$ cat src/csvc_defs.svh
`ifndef CSVC_DEFS_SVH
`define CSVC_DEFS_SVH

// Volume address width and command opcode width
`define CSVC_VOL_W          4
`define CSVC_OP_W           8
// Select-high hold time in ns and its cycle count at 100 ns per cycle
`define CSVC_CLK_PERIOD_NS  100
`define CSVC_HOLD_NS        100
`define CSVC_HOLD_CYC       ((`CSVC_HOLD_NS + `CSVC_CLK_PERIOD_NS - 1) / `CSVC_CLK_PERIOD_NS)
// Reset value of the volume register
`define CSVC_VOL_RST        4'h0

`endif

$ cat src/csvc_pkg.sv
package csvc_pkg;
  `include "csvc_defs.svh"

  // Command strobe from the host command decoder
  typedef struct packed {
    logic                    valid;    // One-cycle command strobe
    logic                    appoint;  // Volume appoint command
    logic                    pick;     // Volume pick command
    logic                    term;     // Appoint as terminator for picked volume
    logic [`CSVC_VOL_W-1:0]  vol;      // Volume operand
  } csvc_cmd_t;

  // Per-target state
  typedef enum logic [1:0] {
    CSVC_UNAPPOINTED,
    CSVC_DESELECTED,
    CSVC_SELECTED
  } csvc_state_t;
endpackage

$ cat src/csvc_chain.sv
`timescale 1ns/1ps
`default_nettype none
`include "csvc_defs.svh"

module csvc_chain #(
  parameter int unsigned HOLD_CYC = `CSVC_HOLD_CYC
) (
  // Clock and reset
  input  wire logic                   clk,
  input  wire logic                   rst_n,
  // Host select line and chain pins
  input  wire logic                   sel_n,
  input  wire logic                   chain_enable_in_i,
  output logic                        chain_enable_out_o,
  output logic                        chain_enable_out_oe_n,
  // Command strobe from the decoder
  input  wire csvc_pkg::csvc_cmd_t    cmd,
  // Status to the logical units
  output logic                        cmd_accept,
  output logic                        logical_unit_active,
  output logic                        logical_unit_revert,
  output logic                        appointed,
  output logic [`CSVC_VOL_W-1:0]      volume
);
  import csvc_pkg::*;

  // Hold limit cut to the counter width on purpose
  localparam logic [15:0] HOLD_LIM = HOLD_CYC[15:0];

  // State decode shared by the accept gate, chain output and status
  function automatic logic is_unappointed(input csvc_state_t s);
    return (s == CSVC_UNAPPOINTED);
  endfunction

  // --------------------------------------------------------------------
  // Pin synchronisers
  // --------------------------------------------------------------------

  // Three-stage synchronisers; stage one is read only by stage two
  logic [2:0] sel_sync_q, sel_sync_d;
  logic [2:0] en_sync_q, en_sync_d;
  logic       sel_lo_q, sel_lo_d;
  logic       en_hi_q, en_hi_d;

  // A level counts only once stages two and three agree
  always_comb begin
    sel_sync_d = {sel_sync_q[1:0], ~sel_n};
    en_sync_d  = {en_sync_q[1:0], chain_enable_in_i};
    sel_lo_d   = sel_lo_q;
    en_hi_d    = en_hi_q;
    if (sel_sync_q[1] == sel_sync_q[2]) begin
      sel_lo_d = sel_sync_q[2];
    end
    if (en_sync_q[1] == en_sync_q[2]) begin
      en_hi_d = en_sync_q[2];
    end
  end

  // Chain input resets high, standing for the internal pull-up
  always_ff @(posedge clk or negedge rst_n) begin
    if (!rst_n) begin
      sel_sync_q <= 3'h0;
      en_sync_q  <= 3'h7;
      sel_lo_q   <= 1'b0;
      en_hi_q    <= 1'b1;
    end else begin
      sel_sync_q <= sel_sync_d;
      en_sync_q  <= en_sync_d;
      sel_lo_q   <= sel_lo_d;
      en_hi_q    <= en_hi_d;
    end
  end

  // --------------------------------------------------------------------
  // Command gate
  // --------------------------------------------------------------------

  // Target state, volume register and hold counter
  csvc_state_t             state_q, state_d;
  logic [`CSVC_VOL_W-1:0]  vol_q, vol_d;
  logic                    term_q, term_d;
  logic [15:0]             hold_q, hold_d;
  logic                    revert_q, revert_d;
  logic                    accept;

  // Before appointment the chain gates commands; afterwards it is ignored
  always_comb begin
    if (is_unappointed(state_q)) begin
      accept = sel_lo_q && en_hi_q;
    end else begin
      accept = sel_lo_q;
    end
  end

  // --------------------------------------------------------------------
  // Select-high hold counter
  // --------------------------------------------------------------------

  // Counts while select high; saturates so the revert fires only once
  always_comb begin
    hold_d   = hold_q;
    revert_d = 1'b0;
    if (sel_lo_q) begin
      hold_d = 16'h0000;
    end else if (hold_q < HOLD_LIM) begin
      hold_d = hold_q + 16'h0001;
      if (hold_d == HOLD_LIM) begin
        revert_d = 1'b1;
      end
    end
  end

  // Reset to the limit, so no false revert follows power-up
  always_ff @(posedge clk or negedge rst_n) begin
    if (!rst_n) begin
      hold_q   <= HOLD_LIM;
      revert_q <= 1'b0;
    end else begin
      hold_q   <= hold_d;
      revert_q <= revert_d;
    end
  end

  // --------------------------------------------------------------------
  // Target state and volume register
  // --------------------------------------------------------------------

  // Appoint once, then picks decide selection
  always_comb begin
    state_d  = state_q;
    vol_d    = vol_q;
    term_d   = term_q;
    if (cmd.valid && accept) begin
      if (cmd.appoint && is_unappointed(state_q)) begin
        vol_d   = cmd.vol;
        state_d = CSVC_DESELECTED;
      end else if (cmd.pick && !is_unappointed(state_q)) begin
        // Match selects; a pick of another volume always deselects, and its term flag sets the terminator
        if (cmd.vol == vol_q) begin
          state_d = CSVC_SELECTED;
          term_d  = 1'b0;
        end else begin
          state_d = CSVC_DESELECTED;
          term_d  = cmd.term;
        end
      end
    end
    // Select high past hold time returns to the state before selection
    if (revert_d && state_q == CSVC_SELECTED) begin
      state_d = CSVC_DESELECTED;
    end
  end

  // Volume survives everything but reset, the stand-in for a power cycle
  always_ff @(posedge clk or negedge rst_n) begin
    if (!rst_n) begin
      state_q  <= CSVC_UNAPPOINTED;
      vol_q    <= `CSVC_VOL_RST;
      term_q   <= 1'b0;
    end else begin
      state_q  <= state_d;
      vol_q    <= vol_d;
      term_q   <= term_d;
    end
  end

  // --------------------------------------------------------------------
  // Chain output pin
  // --------------------------------------------------------------------

  // Low only while selected and unappointed; value stays 0
  // Released pin relies on the next package's pull-up, so no high drive
  always_comb begin
    chain_enable_out_o    = 1'b0;
    chain_enable_out_oe_n = ~(sel_lo_q && is_unappointed(state_q));
  end

  // --------------------------------------------------------------------
  // Status outputs
  // --------------------------------------------------------------------

  // Logical units active when selected or acting as terminator
  assign cmd_accept          = accept;
  assign logical_unit_active = (state_q == CSVC_SELECTED) || term_q;
  assign logical_unit_revert = revert_q;
  assign appointed           = !is_unappointed(state_q);
  assign volume              = vol_q;

  // Limitation: one target per instance; sharing is done at the pins

endmodule // csvc_chain
`default_nettype wire

$ cat config.mk
export PLATFORM = sky130hd
export DESIGN_NAME = csvc_chain
export DESIGN_NICKNAME = d
export VERILOG_FILES = /design/src/csvc_pkg.sv /design/src/csvc_chain.sv
export VERILOG_INCLUDE_DIRS = /design/src
export SDC_FILE = /design/constraint.sdc
export NUM_CORES = 1
export LEC_CHECK = 0
export CORE_MARGIN = 5
export CORE_UTILIZATION = 54
export DETAILED_ROUTE_END_ITERATION = 7
export DONT_BUFFER_PORTS = 1
export HOLD_SLACK_MARGIN = 0.05
export PLACE_DENSITY = 0.68
export SLEW_MARGIN = 20
export SYNTH_ARGS = -nofsm -noshare
export SYNTH_HDL_FRONTEND = slang
export SYNTH_SLANG_ARGS = --single-unit
$ cat constraint.sdc
create_clock -name clk -period 1.65 [get_ports clk]
set_clock_uncertainty 0.1 [all_clocks]
set_input_delay 0.495 -clock clk [delete_from_list [all_inputs] [get_ports clk]]
set_output_delay 0.495 -clock clk [all_outputs]
set_load 0.01 [all_outputs]
==> summary.md <==
| Metric | Value |
|---|---|
| Status | `complete, but fails checks` |
| Violated checks | `negative setup slack` |
| Clock latency at the later pin of the worst-skew pair | `between 0.3 and 0.4 ns` |
| CTS buffer count | `5` |
| Top cell type by total area after synthesis | `dfrtp_1` |
| Sequential element share of the synthesized area | `between 60% and 70%` |
| Worst Setup Slack, final | `-0.08525 ns` |
| Hpwl dp | `between 1500 and 2000 um` |
| Mapped Area | `1343 um2` |
| GPL Wtd Cong | `0.8026` |
| Clk buf depth | `2` |
| PwrDens | `1490 nW/um2` |
| Root buf cell | `clkbuf_4` |
| Min Tclk post-route | `about 1.7 ns` |
| Initial DRC count | `45` |
| Initial antenna violation count | `0` |
| Htree depth | `2` |
| Area of the multi-input gates | `between 500 and 600 um2` |
| Pleak | `roughly 0.76 nW` |
| Setup TNS | `-0.1980 ns` |
| Flops & latches, synth | `32` |
| Gr usage total | `around 16%` |
| Register area | `roughly 810 um2` |
| IO Port Bufs | `0` |
| Final hold viol count | `0` |
| Main synth FF type | `dfrtp_1` |
| Period utilisation layout | `105.2%` |
| Initial Util | `a little under three fifths` |
| Reg clk slew, reported paths | `approximately 0.090 ns` |
| Unrepaired setup endpoints after global routing | `yes` |
| Post-synth top cells | `dfrtp_1 (27), nor2b_1 (12), nor2_1 (6)` |
| WP buf/inv | `1` |
| Synth top area share | `approximately half` |
| Final Max Tran Viols | `0` |
| Vias in the first global route | `approximately 940` |
| Yosys cell types | `35` |
| Routed vias/inst | `5.425` |
| Count leader, synth | `dfrtp_1` |
| Per-cell routed wire length | `~16 um` |
| Cell chain of the critical path | `inv_2 -> nor2_1 -> or2_4` |
| Via count | `around 870` |
| Post-Synth Simple-Gate Area | `18.36%` |
| Antenna-violating nets left | `0` |
| Peak supply drop | `between 900 and 1000 uV` |
| Worst path slowest cell | `dfrtp_2` |
| Adder-cell share of the synthesized area | `about 4.3%` |
| WS Path Type | `reg -> out` |
| CP Max Fanout | `4` |
| Die extent in x | `around 60 um` |
| Crit path required time | `roughly 1.1 ns` |
| Drt total wl | `approximately 2600 um` |
| DRC | `0` |
| Full die area | `around 3600 um2` |
| # setup viols final | `4` |
| Avg Inst Size Synth | `approximately 12 um2` |
| # rows | `18` |
| Layout cells sized above 1 | `40.00%` |
| Post-synthesis mux area share | `under 10%` |
| GR Overflow Total | `0` |
| P&R area growth vs syn | `22.65%` |
| Main area contributors after synthesis | `dfrtp_1 (50%), dfstp_2 (9.8%), nor2b_1 (5.6%)` |
| Critical path's top delay family | `flip-flops` |
| Core Box Area | `around 2400 um2` |
| CTS tree | `yes` |
| Fmax | `576.3 MHz` |
| Yosys warning total | `0` |
| Largest family of logic cells by synthesized area | `simple AND/OR/NAND/NOR gates` |
| CP Capture Type | `output pin` |
| MaxCap Viol Count | `0` |
| Largest net degree at the start of global routing | `33` |
| Pre-antenna DRT Iters | `4` |
| CTS sink cnt | `32` |
| Startpoint Class | `register` |
| Worst EP arrival | `1.14 ns` |
| Cells after synthesis | `~110` |
| Layout Cells excl Fill | `160` |
| Ys async rst share | `100.0%` |
| Global-route wire length before repair | `around 4100 um` |
| Hold WS | `~0.12 ns` |
| Largest incremental delay on the critical path | `roughly 0.45 ns` |
| Final #Nets | `144` |
| Ant diodes | `0` |
| Post-synth net total | `approximately 120` |
| Compound-Gate Fraction of Synth Area | `6.151%` |
| Post-synth EDFFs | `0` |
| Min-Delay Path Class | `in -> reg` |
| Xor/xnor cell area share of the yosys netlist | `3.262%` |
| Filler instances | `roughly 170` |
| Pre-CTS WS | `-0.07060 ns` |
| IO Count | `22` |
| Die Ht | `59.86 um` |
| DP Cell Count | `140` |
[cell type report]
class | count | share of cell area [%]
Sequential cell | 32 | 49.24
Multi-Input combinational cell | 68 | 34.50
Timing Repair Buffer | 17 | 9.043
Clock buffer | 7 | 3.343
Tap cell | 30 | 2.280
Inverter | 5 | 1.140
Clock inverter | 1 | 0.4559
[metal layers]
| metal | track usage, % | routed length [um] |
|---|---|---|
| met5 | 0 | 0 |
| met4 | 10.44 | 74 |
| met3 | 4.968 | 149 |
| met2 | 26.70 | 1308 |
| met1 | 17.86 | 1052 |
[power breakdown]
| part | leakage (nW) | internal (mW) | total [mW] | switching [mW] |
|---|---|---|---|---|
| sequential | 0.406 | 0.934 | 1.11 | 0.175 |
| combinational | 0.324 | 0.458 | 0.882 | 0.424 |
| clock | 0.0315 | 0.209 | 0.461 | 0.252 |
| total | 0.762 | 1.60 | 2.45 | 0.852 |
[state kept, by name, indices dropped and copies added, names as in the netlist]
name                 count
hold_q                  16
en_sync_q                3
sel_lo_q                 1
term_q                   1
volume                   4
state_q                  2
sel_sync_q               3
logical_unit_revert      1
en_hi_q                  1
[cell families after synthesis]
family,Yosys count
AO/OA/AOI/OAI,12
XOR/XNOR,5
adder cells (fa/ha/maj),5
buffers and inverters,9
flip-flops,32
multiplexers,5
other,1
AND/OR/NAND/NOR,40
[placed cells by master, fill, tap and decap left out, types with 4 or more instances in the layout]
cell type	n
mux2_2	4
buf_4	13
xor2_1	4
clkbuf_4	5
dfstp_2	5
nor4_1	4
inv_2	4
dfrtp_1	24
nor2_1	5
nor2b_1	12
[final timing paths]
path	start	endpoint	slack, ns	depth (start not counted)
max in group asynchronous	rst_n	en_sync_q[1]$_DFF_PN1_	0.69	2
setup reg to reg	hold_q[0]$_DFFE_PN1P_	state_q[1]$_DFFE_PN0P_	0	6
setup / recovery	state_q[1]$_DFFE_PN0P_	logical_unit_active	-0.09	3
min in group asynchronous	rst_n	hold_q[1]$_DFFE_PN0P_	0.52	2
hold / removal	sel_n	sel_sync_q[0]$_DFF_PN0_	0.12	1
hold reg to reg	sel_sync_q[0]$_DFF_PN0_	sel_sync_q[1]$_DFF_PN0_	0.25	0
[worst reg2reg max path, cell delays in order (launching register included)]
cell     delay [ns]
dfstp_2        0.59
inv_2          0.06
buf_4          0.13
ha_2           0.16
and2b_2        0.22
a31oi_4        0.18
o21a_1         0.13
[timing repair]
item | CTS | global route
buffers inserted | 6 | 3
endpoints found under the setup margin | 10 | 11
pin swaps | 6 | 8
hold endpoints to repair | 33 | 0
hold buffers | 3 | 0
resized for setup | 22 | 3
[through the flow]
| step | util (%) | area (um2) | power, mW |
|---|---|---|---|
| 6_report | 67.70 | 1647 | 2.453 |
| 5_1_grt | 67.70 | 1647 | 2.603 |
| 4_1_cts | 66.05 | 1607 | 2.386 |
| 3_3_place_gp | 57.15 | 1390 | 1.616 |
| 3_5_place_dp | 57.15 | 1390 | 1.658 |
| 2_1_floorplan | - | 1343 | 1.548 |
No activity file was read; power rests on OpenSTA's default activity.
